`src/pfa_regs.svh`:
```
// Register offsets, field positions, masks and reset values of the port A pin function block
`ifndef PFA_REGS_SVH
`define PFA_REGS_SVH

// Byte offsets on the register bus
`define PFA_OFF_DIR_LOW    8'h00
`define PFA_OFF_DIR_HIGH   8'h04
`define PFA_OFF_FUNC_HIGH  8'h08
`define PFA_OFF_FUNC_L1    8'h0C
`define PFA_OFF_FUNC_L2    8'h10
`define PFA_OFF_PIN_LEVEL  8'h14

// Reset values
`define PFA_RST_DIR        16'h0000
`define PFA_RST_FUNC       16'h0000

// Bits that always read zero
`define PFA_DIR_HIGH_RSVD  16'hFF00
// Bits that read zero in the reduced-pin variant
`define PFA_FUNC_HIGH_RSVD 16'hAA08
`define PFA_FUNC_L1_RSVD   16'hAAA0
`define PFA_FUNC_L2_RSVD   16'h028A

// Function-select field positions in function register L1
`define PFA_BIT_PIN15_SEL  14
`define PFA_BIT_PIN14_SEL  12
`define PFA_BIT_PIN13_SEL  10

// Pins carrying the serial clocks
`define PFA_PIN_SERIAL_CLOCK_ZERO       2
`define PFA_PIN_SERIAL_CLOCK_ONE       5

// Debug-fixed port E pin that drives (test data out), others are inputs
`define PFA_JTAG_OUT_PIN   3
`define PFA_JTAG_OE_N      5'h17

// Bus answers
`define PFA_RESP_OKAY      2'h0
`define PFA_RESP_SLVERR    2'h2

`endif

```
`src/pfa_pkg.sv`:
```
// Types shared by the port A pin function block
package pfa_pkg;

    // One pad: output level and active-low drive enable
    typedef struct packed {
        logic out;
        logic oe_n;
    } pfa_pad_t;

    // One register write handed from the bus slave to the register file
    typedef struct packed {
        logic        en;
        logic [7:0]  addr;
        logic [31:0] data;
        logic [3:0]  strb;
    } pfa_wr_t;

endpackage : pfa_pkg

```
`src/pfa_port_a_pfc.sv`:
```
// Port A direction and function selection, with debug fixing of port E pins
//
// Notes on behaviour
// - Direction bit 1 output, 0 input
// - Low direction bit n governs port A pin n, high direction bit n pin n+16
// - Low direction only for port or serial clocks
// - High direction only while pins 23..16 port
// - Direction registers reset to zero
// - High direction bits 15..8 read zero
// - Reduced variant disables high direction bits 7..0
// - Function registers 16 bits, read-write, pick functions
// - L1 bit 14: pin 15 clock output
// - L1 bit 12: pin 14 read strobe
// - L1 bit 10: pin 13 upper write strobe
// - Reduced variant reserved function bits read zero
// - Debug mode fixes port E pins to JTAG
// - Function bits reset to zero, port function
//
// Implementation choices: the address map and the AXI4-Lite register port.
`include "pfa_regs.svh"
`timescale 1ns/1ps
`default_nettype none
module pfa_port_a_pfc #(
    parameter bit REDUCED_PIN = 1'b0          // Reduced-pin device variant
) (
    input  wire logic        clk,
    input  wire logic        reset_n,
    input  wire logic        s_axi_awvalid,
    output logic             s_axi_awready,
    input  wire logic [31:0] s_axi_awaddr,
    input  wire logic        s_axi_wvalid,
    output logic             s_axi_wready,
    input  wire logic [31:0] s_axi_wdata,
    input  wire logic [3:0]  s_axi_wstrb,
    output logic             s_axi_bvalid,
    input  wire logic        s_axi_bready,
    output logic [1:0]       s_axi_bresp,
    input  wire logic        s_axi_arvalid,
    output logic             s_axi_arready,
    input  wire logic [31:0] s_axi_araddr,
    output logic             s_axi_rvalid,
    input  wire logic        s_axi_rready,
    output logic [31:0]      s_axi_rdata,
    output logic [1:0]       s_axi_rresp,
    input  wire logic [23:0] port_a_data,            // Port data register levels
    input  wire logic [23:0] port_a_pin_in,          // Pad input levels
    input  wire logic        clock_generator_out,    // Clock output source
    input  wire logic        read_strobe_out,        // Bus controller read strobe
    input  wire logic        upper_write_strobe_out, // Bus controller upper strobe
    input  wire logic [1:0]  serial_clock_sel,       // Serial clock one, zero in use
    input  wire logic        serial_clock_zero_out,  // Serial clock zero level
    input  wire logic        serial_clock_one_out,   // Serial clock one level
    output logic [23:0]      port_a_pad_out,         // Pad output levels
    output logic [23:0]      port_a_pad_oe_n,        // Pad drive enables, low drives
    input  wire logic        debug_mode_input,       // Emulator debug mode
    input  wire logic [4:0]  port_e_out,             // Port E pins 12..8 levels
    input  wire logic [4:0]  port_e_oe_n_in,         // Port E pins 12..8 enables
    input  wire logic        jtag_tdo,               // Test data out level
    output logic [4:0]       port_e_pad_out,         // Port E pads 12..8 levels
    output logic [4:0]       port_e_pad_oe_n,        // Port E pads 12..8 enables
    output logic             debug_pins_fixed        // Port E pins held for JTAG
);
    // Register file
    logic [15:0] dir_low_q;      // port_a_direction_low
    logic [15:0] dir_high_q;     // port_a_direction_high
    logic [15:0] func_high_q;    // port_a_function_high
    logic [15:0] func_l1_q;      // port_a_function_l1
    logic [15:0] func_l2_q;      // port_a_function_l2
    logic        debug_q;        // Registered debug mode
    logic [23:0] pin_level_q;    // Registered pad inputs

    // Bus side wires
    pfa_pkg::pfa_wr_t  wr;
    wire  logic [7:0]  rd_addr;
    logic [31:0]       rd_data;
    wire  logic        rd_ok;
    wire  logic        wr_ok;

    // Reserved masks, variant dependent
    wire  logic [15:0] func_high_rsvd;
    wire  logic [15:0] func_l1_rsvd;
    wire  logic [15:0] func_l2_rsvd;

    // Per-pin steering
    wire  logic [23:0] pin_dir;
    wire  logic [23:0] pin_dir_en;
    logic [23:0]       pin_sel;
    logic [23:0]       pin_val;
    logic [23:0]       pin_drv;
    pfa_pkg::pfa_pad_t pads_a [24];
    pfa_pkg::pfa_pad_t pads_e [5];

    // Write decode
    wire  logic wr_dir_low;
    wire  logic wr_dir_high;
    wire  logic wr_func_high;
    wire  logic wr_func_l1;
    wire  logic wr_func_l2;

    // Merge a write by byte lanes, then clear bits that read zero
    function automatic logic [15:0] pfa_merge(input logic [15:0] old,
                                              input logic [31:0] data,
                                              input logic [3:0]  strb,
                                              input logic [15:0] rsvd);
        logic [15:0] v;
        v[7:0]  = strb[0] ? data[7:0] : old[7:0];
        v[15:8] = strb[1] ? data[15:8] : old[15:8];
        return v & ~rsvd;
    endfunction : pfa_merge

    // Bus slave
    pfa_axil_slave u_slave (
        .clk     (clk),
        .reset_n (reset_n),
        .awvalid (s_axi_awvalid),
        .awready (s_axi_awready),
        .awaddr  (s_axi_awaddr[7:0]),
        .wvalid  (s_axi_wvalid),
        .wready  (s_axi_wready),
        .wdata   (s_axi_wdata),
        .wstrb   (s_axi_wstrb),
        .bvalid  (s_axi_bvalid),
        .bready  (s_axi_bready),
        .bresp   (s_axi_bresp),
        .arvalid (s_axi_arvalid),
        .arready (s_axi_arready),
        .araddr  (s_axi_araddr[7:0]),
        .rvalid  (s_axi_rvalid),
        .rready  (s_axi_rready),
        .rdata   (s_axi_rdata),
        .rresp   (s_axi_rresp),
        .wr      (wr),
        .wr_ok   (wr_ok),
        .rd_addr (rd_addr),
        .rd_data (rd_data),
        .rd_ok   (rd_ok)
    );

    assign func_high_rsvd = REDUCED_PIN ? `PFA_FUNC_HIGH_RSVD : 16'h0000;
    assign func_l1_rsvd   = REDUCED_PIN ? `PFA_FUNC_L1_RSVD : 16'h0000;
    assign func_l2_rsvd   = REDUCED_PIN ? `PFA_FUNC_L2_RSVD : 16'h0000;

    // Write address decode
    assign wr_dir_low   = wr.en && (wr.addr == `PFA_OFF_DIR_LOW);
    assign wr_dir_high  = wr.en && (wr.addr == `PFA_OFF_DIR_HIGH);
    assign wr_func_high = wr.en && (wr.addr == `PFA_OFF_FUNC_HIGH);
    assign wr_func_l1   = wr.en && (wr.addr == `PFA_OFF_FUNC_L1);
    assign wr_func_l2   = wr.en && (wr.addr == `PFA_OFF_FUNC_L2);
    assign wr_ok = (wr.addr == `PFA_OFF_DIR_LOW) || (wr.addr == `PFA_OFF_DIR_HIGH)
                || (wr.addr == `PFA_OFF_FUNC_HIGH) || (wr.addr == `PFA_OFF_FUNC_L1)
                || (wr.addr == `PFA_OFF_FUNC_L2) || (wr.addr == `PFA_OFF_PIN_LEVEL);

    // Direction registers
    always_ff @(posedge clk) begin
        if (!reset_n) begin
            dir_low_q  <= `PFA_RST_DIR;
            dir_high_q <= `PFA_RST_DIR;
        end else begin
            if (wr_dir_low) begin
                dir_low_q <= pfa_merge(dir_low_q, wr.data, wr.strb, 16'h0000);
            end
            if (wr_dir_high) begin
                dir_high_q <= pfa_merge(dir_high_q, wr.data, wr.strb, `PFA_DIR_HIGH_RSVD);
            end
        end
    end

    // Function-select registers
    always_ff @(posedge clk) begin
        if (!reset_n) begin
            func_high_q <= `PFA_RST_FUNC;
            func_l1_q   <= `PFA_RST_FUNC;
            func_l2_q   <= `PFA_RST_FUNC;
        end else begin
            if (wr_func_high) begin
                func_high_q <= pfa_merge(func_high_q, wr.data, wr.strb, func_high_rsvd);
            end
            if (wr_func_l1) begin
                func_l1_q <= pfa_merge(func_l1_q, wr.data, wr.strb, func_l1_rsvd);
            end
            if (wr_func_l2) begin
                func_l2_q <= pfa_merge(func_l2_q, wr.data, wr.strb, func_l2_rsvd);
            end
        end
    end

    // Sampled pad levels and debug mode
    always_ff @(posedge clk) begin
        if (!reset_n) begin
            pin_level_q <= 24'h000000;
            debug_q     <= 1'b0;
        end else begin
            pin_level_q <= port_a_pin_in;
            debug_q     <= debug_mode_input;
        end
    end

    // Read decode
    assign rd_ok = (rd_addr == `PFA_OFF_DIR_LOW) || (rd_addr == `PFA_OFF_DIR_HIGH)
                || (rd_addr == `PFA_OFF_FUNC_HIGH) || (rd_addr == `PFA_OFF_FUNC_L1)
                || (rd_addr == `PFA_OFF_FUNC_L2) || (rd_addr == `PFA_OFF_PIN_LEVEL);
    always_comb begin
        if (rd_addr == `PFA_OFF_DIR_LOW) begin
            rd_data = {16'h0000, dir_low_q};
        end else if (rd_addr == `PFA_OFF_DIR_HIGH) begin
            rd_data = {16'h0000, dir_high_q};
        end else if (rd_addr == `PFA_OFF_FUNC_HIGH) begin
            rd_data = {16'h0000, func_high_q};
        end else if (rd_addr == `PFA_OFF_FUNC_L1) begin
            rd_data = {16'h0000, func_l1_q};
        end else if (rd_addr == `PFA_OFF_FUNC_L2) begin
            rd_data = {16'h0000, func_l2_q};
        end else if (rd_addr == `PFA_OFF_PIN_LEVEL) begin
            rd_data = {8'h00, pin_level_q};
        end else begin
            rd_data = 32'h00000000;
        end
    end

    assign pin_dir = {dir_high_q[7:0], dir_low_q};
    // low bits act for port and serial clocks
    // high bits act for port pins only, and only in the full variant (REDUCED_PIN clear)
    assign pin_dir_en = {{8{~REDUCED_PIN}}, 16'hFFFF};

    // Peripheral ownership per pin
    always_comb begin
        pin_sel = 24'h000000;
        pin_val = 24'h000000;
        pin_drv = 24'h000000;
        pin_sel[15] = func_l1_q[`PFA_BIT_PIN15_SEL];
        pin_val[15] = clock_generator_out;
        pin_drv[15] = 1'b1;
        pin_sel[14] = func_l1_q[`PFA_BIT_PIN14_SEL];
        pin_val[14] = read_strobe_out;
        pin_drv[14] = 1'b1;
        // upper write strobe on pin 13
        pin_sel[13] = func_l1_q[`PFA_BIT_PIN13_SEL];
        pin_val[13] = upper_write_strobe_out;
        pin_drv[13] = 1'b1;
        // serial clocks keep the direction bit
        pin_sel[`PFA_PIN_SERIAL_CLOCK_ZERO] = serial_clock_sel[0];
        pin_val[`PFA_PIN_SERIAL_CLOCK_ZERO] = serial_clock_zero_out;
        pin_drv[`PFA_PIN_SERIAL_CLOCK_ZERO] = dir_low_q[`PFA_PIN_SERIAL_CLOCK_ZERO];
        pin_sel[`PFA_PIN_SERIAL_CLOCK_ONE] = serial_clock_sel[1];
        pin_val[`PFA_PIN_SERIAL_CLOCK_ONE] = serial_clock_one_out;
        pin_drv[`PFA_PIN_SERIAL_CLOCK_ONE] = dir_low_q[`PFA_PIN_SERIAL_CLOCK_ONE];
    end

    for (genvar i = 0; i < 24; i++) begin : g_port_a
        pfa_pin_cell u_cell (
            .clk          (clk),
            .reset_n      (reset_n),
            .port_value   (port_a_data[i]),
            .dir_bit      (pin_dir[i]),
            .dir_enable   (pin_dir_en[i]),
            .periph_sel   (pin_sel[i]),
            .periph_value (pin_val[i]),
            .periph_drive (pin_drv[i]),
            .pad          (pads_a[i])
        );
        assign port_a_pad_out[i]  = pads_a[i].out;
        assign port_a_pad_oe_n[i] = pads_a[i].oe_n;
    end

    for (genvar j = 0; j < 5; j++) begin : g_port_e
        pfa_pin_cell u_cell (
            .clk          (clk),
            .reset_n      (reset_n),
            .port_value   (port_e_out[j]),
            .dir_bit      (~port_e_oe_n_in[j]),
            .dir_enable   (1'b1),
            .periph_sel   (debug_mode_input),
            .periph_value (jtag_tdo),
            .periph_drive (((~`PFA_JTAG_OE_N >> j) & 5'h01) != 5'h00),
            .pad          (pads_e[j])
        );
        assign port_e_pad_out[j]  = pads_e[j].out;
        assign port_e_pad_oe_n[j] = pads_e[j].oe_n;
    end
    assign debug_pins_fixed = debug_q;
endmodule : pfa_port_a_pfc
`default_nettype wire

```
`src/pfa_pin_cell.sv`:
```
// One pad cell: chooses port or peripheral drive and registers the pad outputs
`timescale 1ns/1ps
`default_nettype none
module pfa_pin_cell (
    input  wire logic         clk,
    input  wire logic         reset_n,
    input  wire logic         port_value,   // Port data level
    input  wire logic         dir_bit,      // Direction bit, 1 is output
    input  wire logic         dir_enable,   // Direction bit has effect
    input  wire logic         periph_sel,   // Pin given to a peripheral
    input  wire logic         periph_value, // Peripheral output level
    input  wire logic         periph_drive, // Peripheral drives the pin
    output pfa_pkg::pfa_pad_t pad           // Registered pad outputs
);
    // Next pad value
    wire logic out_d;
    wire logic drive_d;

    // Peripheral owns the pin, else the port direction decides
    assign out_d   = periph_sel ? periph_value : port_value;
    assign drive_d = periph_sel ? periph_drive : (dir_bit & dir_enable);

    // Pad register, undriven at reset
    always_ff @(posedge clk) begin
        if (!reset_n) begin
            pad <= pfa_pkg::pfa_pad_t'(2'h1);
        end else begin
            pad.out  <= out_d;
            pad.oe_n <= ~drive_d;
        end
    end
endmodule : pfa_pin_cell
`default_nettype wire

```
`src/pfa_axil_slave.sv`:
```
// AXI4-Lite slave that turns bus transfers into register writes and reads
`include "pfa_regs.svh"
`timescale 1ns/1ps
`default_nettype none
module pfa_axil_slave (
    input  wire logic         clk,
    input  wire logic         reset_n,
    input  wire logic         awvalid,
    output logic              awready,
    input  wire logic [7:0]   awaddr,
    input  wire logic         wvalid,
    output logic              wready,
    input  wire logic [31:0]  wdata,
    input  wire logic [3:0]   wstrb,
    output logic              bvalid,
    input  wire logic         bready,
    output logic [1:0]        bresp,
    input  wire logic         arvalid,
    output logic              arready,
    input  wire logic [7:0]   araddr,
    output logic              rvalid,
    input  wire logic         rready,
    output logic [31:0]       rdata,
    output logic [1:0]        rresp,
    output pfa_pkg::pfa_wr_t  wr,       // Write to the register file
    input  wire logic         wr_ok,    // Write address is mapped
    output logic [7:0]        rd_addr,  // Read address to decode
    input  wire logic [31:0]  rd_data,  // Read data for rd_addr
    input  wire logic         rd_ok     // Read address is mapped
);
    // Held write halves
    logic        aw_have_q;
    logic [7:0]  aw_addr_q;
    logic        w_have_q;
    logic [31:0] w_data_q;
    logic [3:0]  w_strb_q;
    wire  logic  do_wr;

    // Each half is taken once, in either order
    assign awready = ~aw_have_q;
    assign wready  = ~w_have_q;
    assign do_wr   = aw_have_q & w_have_q & ~bvalid;
    assign wr      = '{en: do_wr, addr: aw_addr_q, data: w_data_q, strb: w_strb_q};
    assign arready = ~rvalid;
    assign rd_addr = araddr;

    // Write channels and response
    always_ff @(posedge clk) begin
        if (!reset_n) begin
            aw_have_q <= 1'b0;
            aw_addr_q <= 8'h00;
            w_have_q  <= 1'b0;
            w_data_q  <= 32'h00000000;
            w_strb_q  <= 4'h0;
            bvalid    <= 1'b0;
            bresp     <= `PFA_RESP_OKAY;
        end else begin
            // Catch the address
            if (awvalid && awready) begin
                aw_have_q <= 1'b1;
                aw_addr_q <= awaddr;
            end
            // Catch the data
            if (wvalid && wready) begin
                w_have_q <= 1'b1;
                w_data_q <= wdata;
                w_strb_q <= wstrb;
            end
            // Commit and answer
            if (do_wr) begin
                aw_have_q <= 1'b0;
                w_have_q  <= 1'b0;
                bvalid    <= 1'b1;
                bresp     <= wr_ok ? `PFA_RESP_OKAY : `PFA_RESP_SLVERR;
            end else if (bready) begin
                bvalid <= 1'b0;
            end
        end
    end

    // Read answer, one edge after the address
    always_ff @(posedge clk) begin
        if (!reset_n) begin
            rvalid <= 1'b0;
            rdata  <= 32'h00000000;
            rresp  <= `PFA_RESP_OKAY;
        end else if (arvalid && arready) begin
            rvalid <= 1'b1;
            rdata  <= rd_ok ? rd_data : 32'h00000000;
            rresp  <= rd_ok ? `PFA_RESP_OKAY : `PFA_RESP_SLVERR;
        end else if (rready) begin
            rvalid <= 1'b0;
        end
    end
endmodule : pfa_axil_slave
`default_nettype wire

```
`config.mk`:
```
export PLATFORM = sky130hd
export DESIGN_NAME = pfa_port_a_pfc
export DESIGN_NICKNAME = d
export VERILOG_FILES = /design/src/pfa_pkg.sv /design/src/pfa_port_a_pfc.sv /design/src/pfa_pin_cell.sv /design/src/pfa_axil_slave.sv
export VERILOG_INCLUDE_DIRS = /design/src
export SDC_FILE = /design/constraint.sdc
export NUM_CORES = 1
export LEC_CHECK = 0
export BUFFER_PORTS_ARGS = -buffer_cell sky130_fd_sc_hd__buf_4
export CAP_MARGIN = 10
export CORE_ASPECT_RATIO = 1.2
export CORE_MARGIN = 5
export CORE_UTILIZATION = 45
export CTS_BUF_LIST = sky130_fd_sc_hd__clkbuf_4 sky130_fd_sc_hd__clkbuf_8
export DETAILED_ROUTE_END_ITERATION = 16
export GPL_ROUTABILITY_DRIVEN = 0
export PLACE_DENSITY = 0.71
export SYNTH_ARGS = -nofsm -noshare
export SYNTH_HDL_FRONTEND = slang
export SYNTH_HIERARCHICAL = 1
export SYNTH_SLANG_ARGS = --single-unit
```
`constraint.sdc`:
```
create_clock -name clk -period 2.85 [get_ports clk]
set_input_delay 0.57 -clock clk [delete_from_list [all_inputs] [get_ports clk]]
set_output_delay 0.57 -clock clk [all_outputs]
set_load 0.01 [all_outputs]
```
After elaboration in Yosys (flattened, before gate mapping) --
Cells that the tools add are included.
Operators by class: reduce and logical (&&, ||, !) cells 32, eq/ne operators 10, bitwise gates (word level) 41, muxes and demuxes 31
Operators by type and width (count):
- 24-bit two-way mux | 7
- 1-bit NOT | 39
- 8-bit by 4-bit == test with 1-bit output (second input constant) | 4
- 8-bit by 5-bit == test with 1-bit output (second input constant) | 4
- 1-bit two-way mux | 22
- 2-bit AND reduction | 9
- 8-bit by 3-bit == test with 1-bit output (second input constant) | 2
- 8-bit logical NOT | 2
- 1-bit logical OR | 10
- 1-bit logical AND | 8
- 2-bit two-way mux | 2
- 2-bit nonzero test | 2
- 1-bit bitwise AND | 2
- 2-bit OR reduction | 1
Storage, ports and cells: bits in registers 221, logic and storage cells 193, output and inout port bits 100, input port bits 174

Depth between registers and ports, before layout --
Gate-level depths: netlist of the first run.
word-level depth 8, depth in mapped cells 10, mapped depth without buffers 6

Cells and area by module --
The synthesis of the first run kept the hierarchy.
Modules (own cells, without submodules):
- pfa_port_a_pfc | cells each 460, seq. area each 1941.9 µm², instances 1, area each 4235.3 µm²
- pfa_axil_slave | cells each 365, seq. area each 1641.6 µm², instances 1, area each 3299.4 µm²
- pfa_pin_cell | cells each 6, seq. area each 40.0 µm², instances 29, area each 72.6 µm²

Worst setup path before layout of the first run --
No wires, ideal clock.
path type input -> register, start input s_axi_araddr[1], end register u_slave.rdata[2], buffers on the path 4, required time 2.774 ns, setup time 0.076 ns, stages 9, arrival 2.267 ns, path slack 0.508 ns, path through buf_4 -> or4_4 -> or2_1 -> buf_2 -> a21oi_1 -> clkbuf_2 -> buf_2 -> nand3_1 -> a21boi_0
Between the ends: elaborated cells on any way between the ends 18, classes of those cells eq/ne: 5; mux: 7; reduce/logical: 6
RTL lines:
- start: declaration | line pfa_port_a_pfc.sv:40 | input wire logic [31:0] s_axi_araddr,
- 8-bit by 3-bit == test with 1-bit output (no source line) / 8-bit logical NOT (equally long branches)
- 1-bit logical OR (4 in a row) | line pfa_port_a_pfc.sv:199 | assign rd_ok = (rd_addr == `PFA_OFF_DIR_LOW) || (rd_addr == `PFA_OFF_DIR_HIGH)
- 1-bit logical OR * | line pfa_port_a_pfc.sv:199
- net rd_ok | line pfa_port_a_pfc.sv:76 | wire logic rd_ok;
- 24-bit two-way mux * | line pfa_axil_slave.sv:89 | rdata <= rd_ok ? rd_data : 32'h00000000;
- end signal: assignment | line pfa_axil_slave.sv:89
- end: declaration | line pfa_axil_slave.sv:23 | output logic [31:0] rdata,
Mark *: on every way through the listed nets, which the timed path passes. The rest lies on a longest branch. A chain may end at the register's enable or synchronous reset.

==> results of run 1 <==
## final timing paths
path,from,cells after the start,end
setup / recovery,u_slave/w_have_q,5,func_l2_q[0]
hold / removal,port_a_pin_in[15],2,pin_level_q[15]
setup reg to reg,u_slave/w_have_q,5,func_l2_q[0]
hold reg to reg,u_slave/rdata[13],2,u_slave/rdata[13]
## layer usage
layer / GRT usage / vias to the layer above / routed length, µm
met2: 0.283 / 218 / 9410
met1: 0.242 / 3243 / 10000
li1: - / 3713 / -
met5: 0 / - / 0
met4: 0.0534 / 0 / 402
met3: 0.0536 / 35 / 1560
## registers in the layout, indices dropped and copies added (netlist names), 2 cells and up
register	cells
dir_high_q	8
dir_low_q	16
func_high_q	16
func_l1_q	16
func_l2_q	16
g_port_a.u_cell/pad	48
g_port_e.u_cell/pad	10
pin_level_q	24
u_slave/aw_addr_q	8
u_slave/rdata	32
u_slave/w_data_q	16
u_slave/w_strb_q	2
## area by class of cell
type / count / area share
clock buffer: 55 / 0.0582
tap: 261 / 0.0276
timing repair buffer: 220 / 0.144
inverter: 10 / 0.00317
sequential: 219 / 0.371
clock inverter: 3 / 0.00169
multi-input combinational: 764 / 0.394
## critical path: cells and delay by family, from the launching register on
family,cells,cell delay [ns]
DFF,1,0.38
and+or+nand+nor,4,1.62
muxes,1,0.25
## power groups by stage
stage	Sequential, mW	Clock [mW]	Combinational [mW]
global route	3.20	2.92	0.650
detailed placement	3.25	0	0.588
finish	3.19	2.71	0.586
CTS	3.19	2.80	0.590
floorplan	3.27	0	0.317
global placement	3.25	0	0.582
## stage by stage
step | setup slack [ns] | hold slack [ns] | std cells | area [µm²] | util
after CTS | 0.510 | 0.223 | 1532 | 11800 | 0.603
after detailed placement | 0.308 | 0.442 | 1474 | 11100 | 0.567
after global placement | 0.312 | 0.438 | 1474 | 11100 | 0.567
after floorplan | 0.508 | 0.432 | 1066 | 9510 | -
final | 0.523 | 0.257 | 1532 | 11800 | 0.603
after global routing | 0.351 | 0.228 | 1532 | 11800 | 0.603
==> results.txt, run 1 <==
Detailed router's first-iteration violation count -> 301
Drt total wl -> 21400 µm
Largest stage delay on the critical path -> 0.52 ns
Total chip power -> 6.48 mW
Detail-routed net length per standard cell -> 14.0 µm
List of cells traversed by the critical path -> and3b_1 > or4b_1 > nor3_2 > and3_1 > mux2i_1
Static Leakage -> 5.38 nW
Actual slew at the worst max-slew pin -> 0.690 ns
Effective utilization at floorplan -> 0.458
Crit path max-delay cell type -> sky130_fd_sc_hd__or4b_1
Gr ovfl total -> 0
Number of nets still failing antenna checks after routing -> 0
Clock tree from TritonCTS -> done
Syn Std Cell Area -> 8990 µm²
Setup Fix Bufs, Post-CTS -> 0
Commonest cells after routing, fill and taps aside -> sky130_fd_sc_hd__dfxtp_1 (219), sky130_fd_sc_hd__buf_4 (215), sky130_fd_sc_hd__nand2_1 (155)
Detailed-placement wirelength estimate -> 15000 µm
Peak supply drop -> 0.000372 V
Setup repair after global routing missed its margin -> false
Placeable Area -> 19600 µm²
CTS Buffer Depth -> 3
Number of buffers created by CTS -> 36
Maximum clock frequency -> 430 MHz
Count of final max-slew check failures -> 0
Combinational cell fraction of total power -> 0.090
Area taken by flip-flops and latches -> 4380 µm²
Clock-pin transition on the worst setup and hold timing paths -> 0.06 ns
Largest net degree at the start of global routing -> 72
Max-cap violation count -> 0
Number of antenna repair diodes -> 0
Critical path data required time -> 3.28 ns
Cell count after synthesis -> 927
Hold crit path type -> primary input to register
Total Die Area -> 22900 µm²
Pre-antenna DRT Iters -> 7
Switching power as a share of total power -> 0.234
Fill cell instance count of the final layout -> 1812
Most common library cell in the layout ignoring fill and taps -> sky130_fd_sc_hd__dfxtp_1
Worst path arrival time -> 2.76 ns
Sequential fraction of design power -> 0.492
Chip width -> 139 µm
Vias per cell -> 4.71
Final count of negative-setup-slack endpoints -> 0
Largest fanout of any net on the critical path -> 8
Row Count -> 56
Boundary Pins -> 274
Initial antenna violation count -> 0
Setup_tns -> 0 ns
Count of unresolved DRC violations after routing -> 0
Wire length of the first global-routing pass -> 34200 µm
Result of the run -> finished clean
Num Clock Sinks -> 219
Worst Setup End Kind -> register
Hold Violations, Final -> 0
Clock latency reported for the late side of the worst-skew pair -> 0.52 ns
Area used by multi-input combinational logic -> 4660 µm²
Layout cells sized above 1 -> 0.233
Sw Pwr -> 1.51 mW
Area growth from synthesis to layout -> 31.6%
Via count of the routed design -> 7209
Number of global-route vias before repair -> 6878
Final layout net count -> 1425
Min cycle time layout -> 2.33 ns
Critical Path Source Type -> register
Relative contribution of the clock network to total power -> 0.418
CTS Root Buffer Type -> sky130_fd_sc_hd__clkbuf_8
Mean post-synth cell area -> 9.69 µm²
Worst Skew -> 0.0154 ns
Internal power consumption -> 4.97 mW
Overall fraction of global-route tracks in use -> 0.180
Die boundary height -> 165 µm
Post-route fraction of the period consumed by the critical path -> 0.817
Pwr/cell area -> 548 nW/µm²
Setup slack on the worst flop-to-flop path -> 0.52 ns
Worst slew margin -> 0.540
# H-tree levels -> 2
Post-CTS sizing -> 0
Number of buffers inserted for hold repair after clock tree synthesis -> 0
Buffers on Ports -> 205
Category of the critical setup timing path -> register to register
Number of warnings reported in the yosys synthesis log -> 6
Note: power is estimated with default switching activity, not from simulation.
==> run 2, diff against run 1 <==
==> constraint.sdc (replaced) <==
create_clock -name clk -period 2.2 [get_ports clk]
set_input_delay 0.44 -clock clk [delete_from_list [all_inputs] [get_ports clk]]
set_output_delay 0.44 -clock clk [all_outputs]
set_load 0.01 [all_outputs]
==> run 2 against run 1 <==
  * Hold slack got worse by 0.12 ns
  * Non-clock buffer count grew 22
  * Largest cell class unchanged
  * Register-to-register slack worse by 0.36 ns
  * Clock-buffer cell count is 6 higher
  * Wire length increased by 0.11%
  * Critical endpoint is now func_high_q[13]
  * Design area is 2.3% higher
  * Combinational power increased by 33%
  * First-iteration DRC count up 8.3%
  * Clock skew is 0.0026 ns lower
  * Setup slack lost 0.36 ns
  * Sequential share of layout area shrank 0.82 points
==> results.txt, run 2 (synthesis gave the netlist of run 1 again) <==
Result of the run -> finished clean
Pre-antenna DRT Iters -> 4
Reg2reg start -> u_slave/w_have_q
Count of final max-slew check failures -> 0
Overall fraction of global-route tracks in use -> 0.181
Worst Skew -> 0.0128 ns
Via count of the routed design -> 7345
Hold Path Cell Cnt -> 2
Vias per cell -> 4.70
Number of buffers created by CTS -> 37
Worst path depth -> 5
GRT met1 Usage -> 0.241
Total Die Area -> 22900 µm²
Num Clock Sinks -> 219
Most common library cell in the layout ignoring fill and taps -> sky130_fd_sc_hd__buf_4
Initial antenna violation count -> 0
CTS Root Buffer Type -> sky130_fd_sc_hd__clkbuf_8
Worst path arrival time -> 2.41 ns
Met2 Use GR -> 0.287
Final count of negative-setup-slack endpoints -> 0
Clock tree from TritonCTS -> done
Actual slew at the worst max-slew pin -> 0.718 ns
Critical path data required time -> 2.57 ns
Cell depth of the worst flop-to-flop path -> 5
Category of the critical setup timing path -> register to register
Detail-routed net length per standard cell -> 13.7 µm
Wire length of the first global-routing pass -> 34400 µm
Crit path setup slack, layout -> 0.162 ns
Minimum setup slack after placement -> -0.0921 ns
Number of global-route vias before repair -> 6960
Static Leakage -> 5.54 nW
Crit path max-delay cell type -> sky130_fd_sc_hd__dfxtp_1
Count of unresolved DRC violations after routing -> 0
Die boundary height -> 165 µm
Gr ovfl total -> 0
Peak supply drop -> 0.000602 V
Chip width -> 139 µm
Detailed-placement wirelength estimate -> 15400 µm
Final layout net count -> 1448
Boundary Pins -> 274
Largest fanout of any net on the critical path -> 8
Top register by number of flip-flops -> g_port_a.u_cell/pad
Post-route fraction of the period consumed by the critical path -> 0.926
Count of buffer and inverter cells on the critical path -> 0
Pwr/cell area -> 716 nW/µm²
Clock-pin transition on the worst setup and hold timing paths -> 0.06 ns
Worst slew margin -> 0.522
Hold Violations, Final -> 0
Drt total wl -> 21400 µm
Placeable Area -> 19600 µm²
GR Layer Usage met3 -> 0.0518
CTS Buffer Depth -> 3
Hold path startpoint -> serial_clock_sel[1]
Largest stage delay on the critical path -> 0.38 ns
Worst Setup End Kind -> register
Core utilization of the finished layout -> 0.616
Crit path max-delay family -> simple AND/OR/NAND/NOR gates
Min cycle time layout -> 2.04 ns
Buffers on Ports -> 205
Area growth from synthesis to layout -> 34.6%
Setup repair after global routing missed its margin -> false
Setup crit start -> u_slave/w_have_q
Row Count -> 56
Effective utilization at floorplan -> 0.458
Total chip power -> 8.66 mW
Detailed router's first-iteration violation count -> 326
Clock latency reported for the late side of the worst-skew pair -> 0.51 ns
Setup_tns -> 0 ns
Layout cells sized above 1 -> 0.251
Number of antenna repair diodes -> 0
List of cells traversed by the critical path -> and3b_1 > nor4bb_1 > nor3b_1 > nand2_1 > mux2i_1
Hold crit path type -> primary input to register
Flip-flop count of the largest register, all copies and words added -> 48
Busiest grt layer -> met2
Setup slack on the worst flop-to-flop path -> 0.16 ns
Number of nets still failing antenna checks after routing -> 0
Design Area, Final -> 12100 µm²
Largest net degree at the start of global routing -> 56
Hold EP -> g_port_a[5].u_cell/pad[0]
Largest registers in the final layout -> g_port_a.u_cell/pad x48, u_slave/rdata x32, pin_level_q x24
Endpoint of the most critical register-to-register path -> func_high_q[13]
# H-tree levels -> 2
Critical Path Source Type -> register
Commonest cells after routing, fill and taps aside -> sky130_fd_sc_hd__buf_4 (236), sky130_fd_sc_hd__dfxtp_1 (219), sky130_fd_sc_hd__nand2_1 (155)
Max-cap violation count -> 0
Maximum clock frequency -> 491 MHz
Dpl cell area -> 11300 µm²
## run 2: cell count changes in the layout (fill, tap and decap cells not counted)
cell | before | now
sky130_fd_sc_hd__buf_12 | 4 | 5
sky130_fd_sc_hd__buf_4 | 215 | 236
sky130_fd_sc_hd__nor3_2 | 1 | 0
sky130_fd_sc_hd__clkbuf_8 | 44 | 48
sky130_fd_sc_hd__clkinv_2 | 1 | 5
sky130_fd_sc_hd__clkinvlp_4 | 2 | 1
sky130_fd_sc_hd__nor3_4 | 0 | 1
sky130_fd_sc_hd__clkbuf_4 | 11 | 13
## run 2: final cells by class
type	instances	area, µm²
Multi-Input combinational cell	764	4670
Clock buffer	61	758
Clock inverter	6	32.5
Tap cell	261	327
Sequential cell	219	4380
Timing Repair Buffer	242	1880
Inverter	10	37.5
Fill cell	1708	7530
## run 2: how the worst max path moves through the flow
stage / endpoint / slack (ns)
global route: func_high_q[14] / 0.02
detailed placement: u_slave/rdata[4] / -0.09
global placement: u_slave/rdata[4] / -0.07
floorplan: u_slave/rdata[2] / -0.01
CTS: func_l2_q[3] / 0.15
finish: func_high_q[13] / 0.16
## run 2: metal layers
layer,vias up,part of all wire
li1,3771,-
met1,3306,0.46
met2,228,0.45
met3,40,0.073
met4,0,0.022
met5,-,0
## run 2: stage by stage
| stage | std cells | hold slack [ns] |
|---|---|---|
| after floorplan | 1066 | 0.432 |
| after global placement | 1496 | 0.438 |
| after detailed placement | 1496 | 0.443 |
| after CTS | 1563 | 0.107 |
| after global routing | 1563 | 0.114 |
| final | 1563 | 0.133 |
## run 2: what timing repair did
item,4_1_cts,5_1_grt
resized for setup,0,1
buffers inserted,0,0
hold endpoints to repair,0,0
setup endpoints to repair,0,3
hold buffers,0,0
## run 2: power by group
part	internal (mW)	switching (mW)	total [mW]	leakage, nW
Sequential	4.08	0.0469	4.13	1.79
Clock	2.18	1.57	3.75	0.425
Combinational	0.391	0.386	0.777	3.33
==> run 3, diff against run 2 <==
--- a/config.mk
+++ b/config.mk
@@ -10,12 +10,13 @@
 export CAP_MARGIN = 10
 export CORE_ASPECT_RATIO = 1.2
 export CORE_MARGIN = 5
-export CORE_UTILIZATION = 45
+export CORE_UTILIZATION = 50
 export CTS_BUF_LIST = sky130_fd_sc_hd__clkbuf_4 sky130_fd_sc_hd__clkbuf_8
 export DETAILED_ROUTE_END_ITERATION = 16
 export GPL_ROUTABILITY_DRIVEN = 0
-export PLACE_DENSITY = 0.71
+export PLACE_DENSITY = 0.77
 export SYNTH_ARGS = -nofsm -noshare
 export SYNTH_HDL_FRONTEND = slang
 export SYNTH_HIERARCHICAL = 1
 export SYNTH_SLANG_ARGS = --single-unit
+export TNS_END_PERCENT = 50
==> run 3 against run 2 <==
  * Final cell count fell by 3.5%
  * Combinational power fell by 2%
  * Clock-buffer cell count fell by 2
  * Clock power barely moved
  * First-iteration DRC count fell by 8.0%
  * Flip-flop and latch count did not move
  * Sequential power barely moved
  * Critical path type unchanged
  * Largest power group unchanged
==> results.txt, run 3 (synthesis gave the netlist of run 1 again) <==
Post-route fraction of the period consumed by the critical path -> 0.920
Placeable Area -> 17600 µm²
CTS Root Buffer Type -> sky130_fd_sc_hd__clkbuf_8
Category of the critical setup timing path -> register to register
Total Die Area -> 20800 µm²
Top register by number of flip-flops -> g_port_a.u_cell/pad
Number of buffers created by CTS -> 36
Largest registers in the final layout -> g_port_a.u_cell/pad x48, u_slave/rdata x32, pin_level_q x24
Hold crit path type -> primary input to register
Gr ovfl total -> 0
Count of final max-slew check failures -> 0
Worst Skew -> 0.0180 ns
Clock latency reported for the late side of the worst-skew pair -> 0.53 ns
Max-cap violation count -> 0
Largest net degree at the start of global routing -> 72
Number of global-route vias before repair -> 7022
Initial antenna violation count -> 0
Overall fraction of global-route tracks in use -> 0.199
Clock tree from TritonCTS -> done
Final count of negative-setup-slack endpoints -> 0
Area growth from synthesis to layout -> 32.9%
CTS Buffer Depth -> 3
Die boundary height -> 157 µm
Worst path arrival time -> 2.46 ns
Most common library cell in the layout ignoring fill and taps -> sky130_fd_sc_hd__buf_4
Wire length of the first global-routing pass -> 34400 µm
Via count of the routed design -> 7329
Chip width -> 132 µm
Worst slew margin -> 0.536
Largest fanout of any net on the critical path -> 8
Min cycle time layout -> 2.02 ns
Critical Path Source Type -> register
Buffers on Ports -> 205
Actual slew at the worst max-slew pin -> 0.696 ns
Num Clock Sinks -> 219
Number of buffers inserted for hold repair after clock tree synthesis -> 0
Final layout net count -> 1438
Pwr/cell area -> 721 nW/µm²
Detailed router's first-iteration violation count -> 300
Effective utilization at floorplan -> 0.511
Fill cell instance count of the final layout -> 1473
Commonest cells after routing, fill and taps aside -> sky130_fd_sc_hd__buf_4 (228), sky130_fd_sc_hd__dfxtp_1 (219), sky130_fd_sc_hd__nand2_1 (155)
Total chip power -> 8.61 mW
Number of nets still failing antenna checks after routing -> 0
Static Leakage -> 5.49 nW
Peak supply drop -> 0.000550 V
Flip-flop count of the largest register, all copies and words added -> 48
Layout cells sized above 1 -> 0.244
Vias per cell -> 4.86
Maximum clock frequency -> 494 MHz
Detailed-placement wirelength estimate -> 15300 µm
Pre-antenna DRT Iters -> 5
Hold Violations, Final -> 0
Critical path data required time -> 2.64 ns
Setup Fix Bufs, Post-CTS -> 0
Detail-routed net length per standard cell -> 14.2 µm
Count of unresolved DRC violations after routing -> 0
Setup repair after global routing missed its margin -> false
Row Count -> 53
Worst Setup End Kind -> register
Result of the run -> finished clean
Clock-pin transition on the worst setup and hold timing paths -> 0.06 ns
# H-tree levels -> 2
Number of antenna repair diodes -> 0
Post-CTS sizing -> 0
Core utilization of the finished layout -> 0.680
Drt total wl -> 21400 µm
Boundary Pins -> 274
[run 3: cell types whose count changed in the layout (fill, tap and decap cells not counted), sizes merged]
| cell | previous run | this run |
|---|---|---|
| buf | 242 | 233 |
| clkinv | 5 | 1 |
| clkbuf | 61 | 59 |
| clkinvlp | 1 | 0 |
| inv | 10 | 13 |
[run 3: area by class of cell]
type                            count  area, µm²  area share
Clock buffer                       59        749      0.0627
Clock inverter                      4       31.3     0.00262
Inverter                           10       37.5     0.00314
Multi-Input combinational cell    764       4660       0.390
Sequential cell                   219       4380       0.367
Tap cell                          220        275      0.0230
Timing Repair Buffer              233       1800       0.151
[run 3: metal layers]
layer	routed length [µm]	global-route usage
met4	541	0.0621
met5	0	0
met1	9120	0.252
met3	1880	0.0653
met2	9840	0.323
[run 3: power by group]
part	switching [mW]	leakage, nW	internal, mW
Sequential	0.0457	1.79	4.08
Clock	1.55	0.416	2.16
Combinational	0.381	3.29	0.384
Total	1.98	5.49	6.63
[run 3: stage by stage]
step,cells,setup slack [ns],area [µm²],setup TNS (ns),hold slack [ns]
detailed placement,1446,-0.0449,11200,-0.193,0.442
global placement,1446,-0.0578,11200,-0.150,0.439
global route,1509,0.0220,11900,0,0.0884
floorplan,1066,-0.0121,9510,-0.0229,0.432
finish,1509,0.176,11900,0,0.116
CTS,1509,0.153,11900,0,0.0874
[run 3: worst max-delay path, cell delays in order (launching register included)]
cell	delay [ns]
sky130_fd_sc_hd__dfxtp_1	0.37
sky130_fd_sc_hd__and3b_1	0.22
sky130_fd_sc_hd__or4b_1	0.49
sky130_fd_sc_hd__nor3_2	0.27
sky130_fd_sc_hd__and3_1	0.20
sky130_fd_sc_hd__buf_4	0.19
sky130_fd_sc_hd__mux2i_1	0.21
[run 3: worst paths after layout]
kind	cells past startpoint	endpoint	slack, ns	startpoint
max reg2reg	6	func_l2_q[6]	0.18	u_slave/w_have_q
min	2	pin_level_q[20]	0.12	port_a_pin_in[20]
min reg2reg	2	u_slave/rdata[18]	0.45	u_slave/rdata[18]
max	6	func_l2_q[6]	0.18	u_slave/w_have_q
